--- src/hw/sereq_defs.svh ---
// register indices, field positions, reset values and decode constants
// for the equalizer and eye-scan register bank; included by the package
`ifndef SEREQ_DEFS_SVH
`define SEREQ_DEFS_SVH

// register indices; byte address is four times the index
`define SEREQ_EQ_CTRL_IDX 10'h1C2
`define SEREQ_ZERO_IDX 10'h1C3
`define SEREQ_RATE_IDX 10'h1C8
`define SEREQ_EQUALIZER_LEVEL_PER_CHANNEL_IDX 10'h1D0
`define SEREQ_EQUALIZER_STATE_PER_CHANNEL_IDX 10'h1E0
`define SEREQ_ES_RUN_IDX 10'h1F0
`define SEREQ_ES_CFG_IDX 10'h1F1

// equalizer control fields
`define SEREQ_MODE_LSB 0
`define SEREQ_HOLD_BIT 2
`define SEREQ_ZOVR_BIT 3
`define SEREQ_LOVR_BIT 4

// per-lane setting and status fields
`define SEREQ_LEVEL_LSB 0
`define SEREQ_BOOST_LSB 5
`define SEREQ_UNDER_BIT 5
`define SEREQ_OVER_BIT 6
`define SEREQ_LEVEL_MAX 5'h10

// eye-scan fields
`define SEREQ_RUN_BIT 0
`define SEREQ_ESMODE_LSB 0
`define SEREQ_SCAN_LENGTH_SELECT_LSB 4

// reset values
`define SEREQ_EQ_CTRL_RST 5'h00
`define SEREQ_ZERO_RST 5'h00
`define SEREQ_RATE_RST 2'h0
`define SEREQ_EQUALIZER_LEVEL_PER_CHANNEL_RST 7'h08
`define SEREQ_ES_RUN_RST 1'h0
`define SEREQ_ES_CFG_RST 6'h00

// zero codes chosen from the line rate
`define SEREQ_ZERO_RATE01 5'h1F
`define SEREQ_ZERO_RATE2 5'h1B
`define SEREQ_ZERO_RATE3 5'h08

`endif

--- src/hw/sereq_pkg.sv ---
// types shared by the equalizer register bank, its port checker and its bench
// assumes the defs header sits beside it on the include path
`include "sereq_defs.svh"

package sereq_pkg;

  // status arriving from one connected receiver lane
  typedef struct packed {
    logic over;
    logic under;
    logic [15:0] therm;
  } sereq_lstat_s;

  // settings driven to one connected receiver lane
  typedef struct packed {
    logic [1:0] boost;
    logic [4:0] level;
  } sereq_lset_s;

  typedef logic [9:0] sereq_idx_t;

endpackage

--- src/hw/sereq_therm_count.sv ---
// counts the set bits of a thermometer-coded equalizer level
// assumes the code is stable in core_clk terms; purely combinational
`timescale 1ns/1ps

module sereq_therm_count #(
  parameter int W = 16
) (
  input wire logic [W-1:0] therm,
  output logic [$clog2(W+1)-1:0] count
);

  always_comb begin
    count = '0;
    for (int i = 0; i < W; i++) begin
      count = count + {{($clog2(W+1)-1){1'b0}}, therm[i]};
    end
  end

endmodule

--- src/hw/sereq_regs.sv ---
// equalizer and eye-scan register bank on an Avalon-MM slave
// assumes a single core_clk domain and lane status synchronous to it
//
// Contract
// - override set: zero code drives all lanes
// - override clear: zero code follows line rate
// - zero codes map to fixed frequencies
// - sixteen lane settings from 01D0h upward
// - only lanes 6 and 14 are connected
// - boost field bits 6-5 selects gain
// - level override applies lane level 0..16
// - status bit 6 over, bit 5 under
// - applied level is thermometer bit count
// - sixteen read-only status registers at 01E0h
// - zero override is control bit 3
// - length field selects analyzed sample count
// - scan mode shared; reserved codes invalid
//
// Design decision made here: the Avalon-MM register port.
`timescale 1ns/1ps
`include "sereq_defs.svh"

module sereq_regs import sereq_pkg::*; #(
  parameter int NUM_LANES = 16,
  parameter int LANE_A = 6,
  parameter int LANE_B = 14
) (
  input wire logic core_clk,
  input wire logic reset,
  input wire logic [11:0] avs_address,
  input wire logic avs_read,
  input wire logic avs_write,
  input wire logic [31:0] avs_writedata,
  input wire logic [3:0] avs_byteenable,
  output logic [31:0] avs_readdata,
  output logic avs_waitrequest,
  input wire sereq_lstat_s lane_status [2],
  output sereq_lset_s lane_setting [2],
  output logic level_override,
  output logic eq_hold,
  output logic [1:0] eq_mode,
  output logic [4:0] zero_code,
  output logic [8:0] zero_freq_mhz,
  output logic scan_start,
  output logic [3:0] scan_mode,
  output logic scan_mode_valid,
  output logic scan_auto_offset,
  output logic [16:0] scan_sample_count
);

  function automatic logic [4:0] rate_zero(input logic [1:0] rate);
    case (rate)
      2'h2: rate_zero = `SEREQ_ZERO_RATE2;
      2'h3: rate_zero = `SEREQ_ZERO_RATE3;
      default: rate_zero = `SEREQ_ZERO_RATE01;
    endcase
  endfunction

  // unlisted codes report zero
  function automatic logic [8:0] zero_mhz(input logic [4:0] code);
    case (code)
      5'h1F: zero_mhz = 9'h16D;
      5'h1E: zero_mhz = 9'h113;
      5'h1D: zero_mhz = 9'h0C3;
      5'h1B: zero_mhz = 9'h08C;
      5'h19: zero_mhz = 9'h069;
      5'h10: zero_mhz = 9'h04B;
      5'h08: zero_mhz = 9'h037;
      5'h00: zero_mhz = 9'h032;
      default: zero_mhz = 9'h000;
    endcase
  endfunction

  function automatic logic [16:0] samples(input logic [1:0] len);
    case (len)
      2'h0: samples = 17'h0007F;
      2'h1: samples = 17'h00408;
      2'h2: samples = 17'h01FFF;
      default: samples = 17'h0FFFF;
    endcase
  endfunction

  function automatic logic mode_ok(input logic [3:0] m);
    mode_ok = (m >= 4'h1 && m <= 4'h4) ||
              (m >= 4'h8 && m <= 4'hE && m != 4'hB);
  endfunction

  // true when idx falls in a 16-entry block starting at base
  function automatic logic in_block(input sereq_idx_t idx,
                                    input sereq_idx_t base);
    in_block = idx >= base && idx < base + 10'(NUM_LANES);
  endfunction

  logic ack_reg;
  logic [31:0] readdata_reg;
  logic [4:0] eq_ctrl_reg;
  logic [4:0] zero_reg;
  logic [1:0] rate_reg;
  logic run_reg;
  logic [5:0] es_cfg_reg;
  logic [6:0] equalizer_level_per_channel_reg [NUM_LANES];
  logic [7:0] equalizer_state_per_channel [NUM_LANES];
  logic [4:0] zero_code_reg;
  logic [8:0] zero_freq_reg;
  logic [16:0] samples_reg;
  logic mode_valid_reg;
  logic auto_reg;
  sereq_lset_s lset_reg [2];

  wire sereq_idx_t idx = avs_address[11:2];
  wire wr_fire = avs_write & ack_reg & avs_byteenable[0];
  wire [7:0] wb = avs_writedata[7:0];
  wire sel_ctrl = idx == `SEREQ_EQ_CTRL_IDX;
  wire sel_zero = idx == `SEREQ_ZERO_IDX;
  wire sel_rate = idx == `SEREQ_RATE_IDX;
  wire sel_run = idx == `SEREQ_ES_RUN_IDX;
  wire sel_cfg = idx == `SEREQ_ES_CFG_IDX;
  wire sel_eq = in_block(idx, `SEREQ_EQUALIZER_LEVEL_PER_CHANNEL_IDX);
  wire sel_eqs = in_block(idx, `SEREQ_EQUALIZER_STATE_PER_CHANNEL_IDX);
  wire [3:0] eq_lane = 4'(idx - `SEREQ_EQUALIZER_LEVEL_PER_CHANNEL_IDX);
  wire [3:0] eqs_lane = 4'(idx - `SEREQ_EQUALIZER_STATE_PER_CHANNEL_IDX);
  wire zovr = eq_ctrl_reg[`SEREQ_ZOVR_BIT];
  wire lovr = eq_ctrl_reg[`SEREQ_LOVR_BIT];
  wire [4:0] zero_next = zovr ? zero_reg : rate_zero(rate_reg);
  wire [3:0] es_mode = es_cfg_reg[`SEREQ_ESMODE_LSB +: 4];
  wire [1:0] es_len = es_cfg_reg[`SEREQ_SCAN_LENGTH_SELECT_LSB +: 2];

  // one wait cycle per access; ack marks the completing edge
  assign avs_waitrequest = (avs_read | avs_write) & ~ack_reg;

  always_ff @(posedge core_clk) begin
    if (reset) begin
      ack_reg <= 1'b0;
    end else begin
      ack_reg <= (avs_read | avs_write) & ~ack_reg;
    end
  end

  // status image; disconnected lanes read zero
  logic [4:0] lvl_cnt [2];
  genvar g;
  generate
    for (g = 0; g < 2; g++) begin : g_conn
      sereq_therm_count #(.W(16)) u_cnt (
        .therm(lane_status[g].therm),
        .count(lvl_cnt[g])
      );
    end
    for (g = 0; g < NUM_LANES; g++) begin : g_eqs
      if (g == LANE_A || g == LANE_B) begin : g_live
        localparam int K = (g == LANE_A) ? 0 : 1;
        assign equalizer_state_per_channel[g] = {1'b0, lane_status[K].over,
                              lane_status[K].under, lvl_cnt[K]};
      end else begin : g_dead
        assign equalizer_state_per_channel[g] = 8'h00;
      end
    end
  endgenerate

  logic [7:0] rd_mux;
  always_comb begin
    rd_mux = 8'h00;
    if (sel_ctrl) begin
      rd_mux = {3'h0, eq_ctrl_reg};
    end else if (sel_zero) begin
      rd_mux = {3'h0, zero_reg};
    end else if (sel_rate) begin
      rd_mux = {6'h00, rate_reg};
    end else if (sel_eq) begin
      rd_mux = {1'b0, equalizer_level_per_channel_reg[eq_lane]};
    end else if (sel_eqs) begin
      rd_mux = equalizer_state_per_channel[eqs_lane];
    end else if (sel_run) begin
      rd_mux = {7'h00, run_reg};
    end else if (sel_cfg) begin
      rd_mux = {2'h0, es_cfg_reg};
    end
  end

  always_ff @(posedge core_clk) begin
    if (reset) begin
      readdata_reg <= 32'h0000_0000;
    end else if (avs_read & ~ack_reg) begin
      readdata_reg <= {24'h000000, rd_mux};
    end
  end

  always_ff @(posedge core_clk) begin
    if (reset) begin
      eq_ctrl_reg <= `SEREQ_EQ_CTRL_RST;
      zero_reg <= `SEREQ_ZERO_RST;
      rate_reg <= `SEREQ_RATE_RST;
      es_cfg_reg <= `SEREQ_ES_CFG_RST;
    end else if (wr_fire) begin
      if (sel_ctrl) begin
        eq_ctrl_reg <= wb[4:0];
      end
      if (sel_zero) begin
        zero_reg <= wb[4:0];
      end
      if (sel_rate) begin
        rate_reg <= wb[1:0];
      end
      if (sel_cfg) begin
        es_cfg_reg <= wb[5:0];
      end
    end
  end

  // run bit changes only by a software write
  always_ff @(posedge core_clk) begin
    if (reset) begin
      run_reg <= `SEREQ_ES_RUN_RST;
    end else if (wr_fire && sel_run) begin
      run_reg <= wb[`SEREQ_RUN_BIT];
    end
  end

  generate
    for (g = 0; g < NUM_LANES; g++) begin : g_eq
      always_ff @(posedge core_clk) begin
        if (reset) begin
          equalizer_level_per_channel_reg[g] <= `SEREQ_EQUALIZER_LEVEL_PER_CHANNEL_RST;
        end else if (wr_fire && sel_eq && eq_lane == 4'(g)) begin
          equalizer_level_per_channel_reg[g] <= wb[6:0];
        end
      end
    end
  endgenerate

  // registered outputs toward the receivers
  generate
    for (g = 0; g < 2; g++) begin : g_set
      localparam int L = (g == 0) ? LANE_A : LANE_B;
      wire [4:0] lvl = equalizer_level_per_channel_reg[L][`SEREQ_LEVEL_LSB +: 5];
      wire [4:0] lvl_cl = (lvl > `SEREQ_LEVEL_MAX) ? `SEREQ_LEVEL_MAX : lvl;
      always_ff @(posedge core_clk) begin
        if (reset) begin
          lset_reg[g] <= '0;
        end else begin
          lset_reg[g].boost <= equalizer_level_per_channel_reg[L][`SEREQ_BOOST_LSB +: 2];
          lset_reg[g].level <= lovr ? lvl_cl : 5'h00;
        end
      end
      assign lane_setting[g] = lset_reg[g];
    end
  endgenerate

  always_ff @(posedge core_clk) begin
    if (reset) begin
      zero_code_reg <= 5'h00;
      zero_freq_reg <= 9'h000;
      samples_reg <= 17'h00000;
      mode_valid_reg <= 1'b0;
      auto_reg <= 1'b0;
    end else begin
      zero_code_reg <= zero_next;
      zero_freq_reg <= zero_mhz(zero_next);
      samples_reg <= samples(es_len);
      mode_valid_reg <= mode_ok(es_mode);
      auto_reg <= mode_ok(es_mode) & es_mode[3];
    end
  end

  assign avs_readdata = readdata_reg;
  assign level_override = lovr;
  assign eq_hold = eq_ctrl_reg[`SEREQ_HOLD_BIT];
  assign eq_mode = eq_ctrl_reg[`SEREQ_MODE_LSB +: 2];
  assign zero_code = zero_code_reg;
  assign zero_freq_mhz = zero_freq_reg;
  assign scan_start = run_reg;
  assign scan_mode = es_mode;
  assign scan_mode_valid = mode_valid_reg;
  assign scan_auto_offset = auto_reg;
  assign scan_sample_count = samples_reg;

endmodule

--- config.mk ---
export PLATFORM = sky130hd
export DESIGN_NAME = sereq_regs
export DESIGN_NICKNAME = d
export VERILOG_FILES = /design/src/hw/sereq_pkg.sv /design/src/hw/sereq_therm_count.sv /design/src/hw/sereq_regs.sv
export VERILOG_INCLUDE_DIRS = /design/src /design/src/hw
export SDC_FILE = /design/constraint.sdc
export NUM_CORES = 1
export LEC_CHECK = 0
export ABC_CLOCK_PERIOD_IN_PS = 10000
export BUFFER_PORTS_ARGS = -buffer_cell sky130_fd_sc_hd__clkbuf_2
export CORE_ASPECT_RATIO = 1.25
export CORE_MARGIN = 2
export CORE_UTILIZATION = 35
export DETAILED_ROUTE_END_ITERATION = 8
export MAX_ROUTING_LAYER = met4
export PLACE_DENSITY = 0.66
export SYNTH_ARGS = -nofsm -noshare
export SYNTH_HDL_FRONTEND = slang
export SYNTH_SLANG_ARGS = --single-unit
--- constraint.sdc ---
create_clock -name core_clk -period 10 [get_ports core_clk]
set_clock_uncertainty 0.05 [all_clocks]
set_input_delay 2 -clock core_clk [delete_from_list [all_inputs] [get_ports core_clk]]
set_output_delay 2 -clock core_clk [all_outputs]
set_load 0.01 [all_outputs]
# --- Yosys cells after proc, flatten, opt, wreduce, memory -nomap -nowiden ---
# Memory sizes are Yosys's and may differ from the RTL's. A register that Yosys moved wholly into a read port is not among the register bits.
# Index checks and enable logic that the tools add are counted.
op_classes:
  mux: 88
  n_bitwise: 28
  div_mod_pow: 0
  eq_ne: 25
  addsub: 32
  n_mul: 0
  n_shift: 0
  n_lt_le_gt_ge: 11
  n_reduce_logical: 30
op_table:
  columns: ["operator", "count"]
  rows:
  - ["$add 5x1->5", 28]
  - ["$mux 7", 16]
  - ["$mux 8", 7]
  - ["$mux 1", 51]
  - ["$eq 10x9->1 const B", 5]
  - ["$pmux 16 s3", 1]
  - ["$mux 5", 7]
  - ["$bmux 8 s4", 1]
  - ["$eq 4x4->1 const B", 8]
  - ["$logic_and 1x1->1", 23]
  - ["$or 1x1->1", 21]
  - ["$ge 10x9->1 const B", 2]
  - ["$lt 10x9->1 const B", 2]
  - ["$eq 4x3->1 const B", 4]
  - ["$mux 6", 2]
  - ["$gt 5x5->1 const B", 2]
  - ["$pmux 5 s2", 1]
  - ["$eq 4x2->1 const B", 2]
  - ["$reduce_and 2->1", 4]
  - ["$sub 4x1->4 const B", 2]
  - ["$eq 2x2->1 const B", 3]
  - ["$and 1x1->1", 5]
  - ["$ge 5x5->1 const B", 1]
  - ["$not 4->5", 1]
  - ["other kinds (13)", 15]
totals:
  romBits: 288
  word_cells: 228
  in_bits: 88
  ramBits: 126
  reg_bits: 52
  out_inout_bits: 89
  memories: 3
  latch_bits: 0
mem_list:
  columns: ["memory", "words", "word_bits", "rd", "rd_clocked_by_memory_dff", "wr", "line", "rtl"]
  rows:
  - ["(name not given)", 32, 9, 1, 1, 0, "sereq_regs.sv:61", "case (code)"]
  - ["equalizer_level_per_channel_reg", 16, 7, 3, 0, 16, "sereq_regs.sv:101", "logic [6:0] equalizer_level_per_channel_reg [NUM_LANES];"]
  - ["lset_reg", 2, 7, 2, 0, 2, "sereq_regs.sv:108", "sereq_lset_s lset_reg [2];"]

# --- Depth between registers and ports, before layout ---
depth:
  word_depth: 23
  mapped_depth: 16
  mapped_depth_nobuf: 16

# --- By module ---
# A second synthesis with hierarchy kept.
unflattened:
  cells_unflattened: 800
  hier_area_um2: 9166.3
by_module_without_submodules:
  columns: ["module", "cells_per_inst", "n_inst", "area_each_um2", "seq_area_each_um2"]
  rows:
  - ["sereq_regs", 706, 1, 8350.5, 4604.4]
  - ["sereq_therm_count", 47, 2, 407.9, 0.0]

# --- Least setup slack after synthesis ---
# Ideal clock, no wire load.
synth_path:
  kind: "in2reg"
  startpoint: "input lane_status[18] in the netlist's numbering"
  endpoint: "register readdata_reg[4], in the netlist avs_readdata[4]"
  path_stages: 14
  t_arrival_ns: 5.709
  t_required_ns: 9.879
  setup_time_ns: 0.071
  slack_ns: 4.171
  path_buffers: 0
  path_cell_list: "ha_1 -> inv_1 -> fa_1 -> fa_1 -> fa_1 -> fa_1 -> fa_1 -> fa_1 -> nor2b_1 -> o21ai_0 -> o21ai_0 -> nand2_1 -> a311o_1 -> a21oi_1"
synth_via:
  elab_chain_cells: 23
synth_rtl:
  columns: ["element", "line", "rtl"]
  rows:
  - ["from (decl)", "sereq_regs.sv:37", "input wire sereq_lstat_s lane_status [2],"]
  - ["$add 1x1->2", "sereq_therm_count.sv:15", "count = count + {{($clog2(W+1)-1){1'b0}}, therm[i]};"]
  - ["$add 5x1->5 (14 in series)", "sereq_therm_count.sv:15", null]
  - ["$bmux 8 s4", "sereq_regs.sv:172", "rd_mux = equalizer_state_per_channel[eqs_lane];"]
  - ["$mux 8 (not written as such) (2 in series)", "sereq_regs.sv:172", null]
  - ["$mux 8", "sereq_regs.sv:171", "end else if (sel_eqs) begin"]
  - ["$mux 8", "sereq_regs.sv:169", "end else if (sel_eq) begin"]
  - ["$mux 8", "sereq_regs.sv:167", "end else if (sel_rate) begin"]
  - ["$mux 8", "sereq_regs.sv:165", "end else if (sel_zero) begin"]
  - ["$mux 8", "sereq_regs.sv:163", "if (sel_ctrl) begin"]
  - ["to (signal assigned)", "sereq_regs.sv:184", "readdata_reg <= {24'h000000, rd_mux};"]
  - ["to (decl)", "sereq_regs.sv:95", "logic [31:0] readdata_reg;"]
# No other way between the ends. The select of a mux whose other input is x is not followed.
# A chain may end at the register's enable or synchronous reset.

# --- Worst setup path in the final report ---
# Ends and elaborated chain as after synthesis.

==> results.txt <==
Worst Setup SP -> lane_status[18]
Worst slew pin tran -> 1.153 ns
Sequential share of the synthesized area -> 0.5074
CTS Buf Count -> 17
Largest net degree at the start of global routing -> 58
Final min period -> 5.830 ns
Residual DRC -> 0
Max VDD drop -> 0.0001120 V
WHS -> 0.4073 ns
Startpoint types -> input port
Gpl congestion -> 0.8851
Initial antenna violation count -> 1
CP arrival -> 6.13 ns
Wire per inst -> 17.65 µm
Max Fclk -> 171.5 MHz
Largest register FFs -> 112
CTS Root Cell -> clkbuf_16
Row cnt -> 65
CTS Hold Buffers Added -> 0
Port Buf Inserts -> 120
Multi-input gate area -> 3856 µm²
Total power -> 1.713 mW
Fin cells -> 1,221
Core region area -> 25,370 µm²
Post-synthesis cell count -> 784
Most used DFF post-synth -> edfxtp_1
Post-CTS setup buffer count -> 0
Placed Cells -> 1,188
Reg clk slew, reported paths -> 0.07 ns
Sum Neg Setup Slack -> 0 ns
Tcrit/Tclk final -> 0.5830
Register area -> 4604 µm²
Starting Density -> 0.3576
WP data required -> 10.30 ns
Pleak -> 4.127 nW
Clock H-tree levels -> 4
Reg-to-reg startpoint -> ack_reg$_SDFF_PP0_
Critical-path maximum fanout -> 2
GRT Residual Overflow -> 0
Share of cells above drive strength 1 -> 0.2339
Synth-to-Final Area Change -> 13.73%
Final HPWL DP -> 15,290 µm
Crit Path Category -> input port to flop
Vias in the first global route -> 5,919
Fraction of registers with async set/reset -> 0
# setup viols final -> 0
Post-Syn Area per Cell -> 11.58 µm²
Slew Limit Fails -> 0
RSZ-0062 raised after global routing -> no
Gr usage total -> 0.1644
Die height -> 184.0 µm
Clk sinks -> 174
Die Width -> 148.0 µm
Die footprint -> 27,240 µm²
Power density over cell area -> 165.9 nW/µm²
Fill cell count -> 2,400
Hold crit path type -> flop to flop
Ys Warns -> 0
CTS tree -> yes
Via-per-instance ratio -> 4.964
Vias -> 6,061
Commonest non-fill, non-tap cells in the layout -> clkbuf_2 (120), edfxtp_1 (112), and2_1 (105), dfxtp_1 (62)
DRT Pass-1 Iters -> 8
Commonest non-fill, non-tap cell in the layout -> clkbuf_2
CP Capture Type -> flop
Yosys reg bits -> 174
Post-synth EDFFs -> 112
Library cells used by synthesis -> 56
Hold Vio Cnt, Final -> 0
Clock Latency Late Sink -> 0.43 ns
Num ports -> 177
Number of gates resized after cts -> 0
Max_cap viols -> 0
Antenna viol nets, final -> 0
Rel. slew slack -> 0.2234
Status -> finished clean
Post-Syn Area -> 9075 µm²
First-pass GRT wire length -> 33,110 µm
Nets@finish -> 994
Worst hold start -> avs_readdata[6]$_SDFFE_PP0P_
Iter 0 DRT Violations -> 502
Clk buf depth -> 2
Final Routed Wirelength -> 21,550 µm
-- worst max-delay path, cell delays in order --
cell      delay, ns
clkbuf_2       0.08
ha_1           0.27
inv_1          0.07
fa_1           0.43
fa_1           0.50
fa_1           0.54
fa_1           0.44
fa_1           0.42
fa_1           0.42
nor2b_1        0.12
o21ai_0        0.08
o21ai_0        0.20
nand2_1        0.14
a311o_1        0.30
a21oi_1        0.12
-- through the flow --
step / utilization / worst slack [ns] / area [µm²]
5_1_grt: 0.4068 / 3.990 / 10320
3_5_place_dp: 0.3825 / 3.670 / 9706
4_1_cts: 0.4067 / 4.128 / 10320
2_1_floorplan: - / 4.171 / 9169
6_report: 0.4068 / 4.170 / 10320
3_3_place_gp: 0.3825 / 3.733 / 9706
-- kinds of logic (layout without fill, tap and decap cells) --
logic type      Yosys count  in the layout  share of synthesized area
flops                   174            174                     0.5074
mux                      64             64                     0.1107
fa+ha+maj                34             34                    0.06342
other cells               1             27                  0.0004132
buf+inv                 134            210                    0.07804
xor+xnor                  4              4                   0.003861
simple gates            283            283                     0.1777
compound gates           90             90                    0.05846
-- per-layer routing --
| metal | up-vias | GRT usage | part of all wire |
|---|---|---|---|
| met3 | 40 | 0.02655 | 0.052 |
| met5 | - | - | 0 |
| met4 | 0 | 0.06362 | 0.026 |
| met1 | 2958 | 0.1913 | 0.40 |
| met2 | 219 | 0.2850 | 0.52 |
| li1 | 2844 | - | - |
-- final cells by class --
class	count	share of cell area
diodes	1	0.0002425
clock buffers	17	0.04122
clock inverters	15	0.01818
inverters	56	0.02037
multi-input cells	501	0.3736
flip-flops and latches	174	0.4461
well taps	335	0.04061
repair buffers	122	0.05964
-- synthesized netlist by cell type (7+ instances only) --
| cell type | count | area, µm² |
|---|---|---|
| nand2b_1 | 18 | 112.6 |
| a21oi_1 | 25 | 125.1 |
| mux4_2 | 26 | 585.6 |
| nor3_2 | 15 | 150.1 |
| nand3_1 | 9 | 45.04 |
| nor2b_1 | 10 | 62.56 |
| dfxtp_1 | 62 | 1241 |
| clkbuf_1 | 22 | 82.58 |
| buf_4 | 44 | 330.3 |
| ha_1 | 14 | 175.2 |
| buf_2 | 7 | 35.03 |
| inv_1 | 56 | 210.2 |
| fa_1 | 20 | 400.4 |
| a31oi_1 | 7 | 43.79 |
| mux2i_1 | 31 | 310.3 |
| o21ai_0 | 32 | 160.2 |
| edfxtp_1 | 112 | 3363 |
| nand2_1 | 32 | 120.1 |
| and3_1 | 8 | 50.05 |
| nor3_1 | 10 | 50.05 |
| nor2_1 | 56 | 210.2 |
| and2_1 | 105 | 656.9 |
-- where the power goes --
group | internal [mW] | switching (mW) | total, mW
Sequential | 0.779 | 0.00638 | 0.785
Combinational | 0.110 | 0.153 | 0.263
Clock | 0.341 | 0.324 | 0.665
-- path summary, 6_finish.rpt --
kind	to	slack, ns	cells after the start
min	avs_readdata[6]$_SDFFE_PP0P_	0.41	2
max	avs_readdata[4]$_SDFFE_PP0P_	4.17	15
max reg2reg	equalizer_level_per_channel_reg[2][5]$_SDFFCE_PN0P_	6.96	4
min reg2reg	avs_readdata[6]$_SDFFE_PP0P_	0.41	2
No activity file was read; power rests on OpenSTA's default activity.
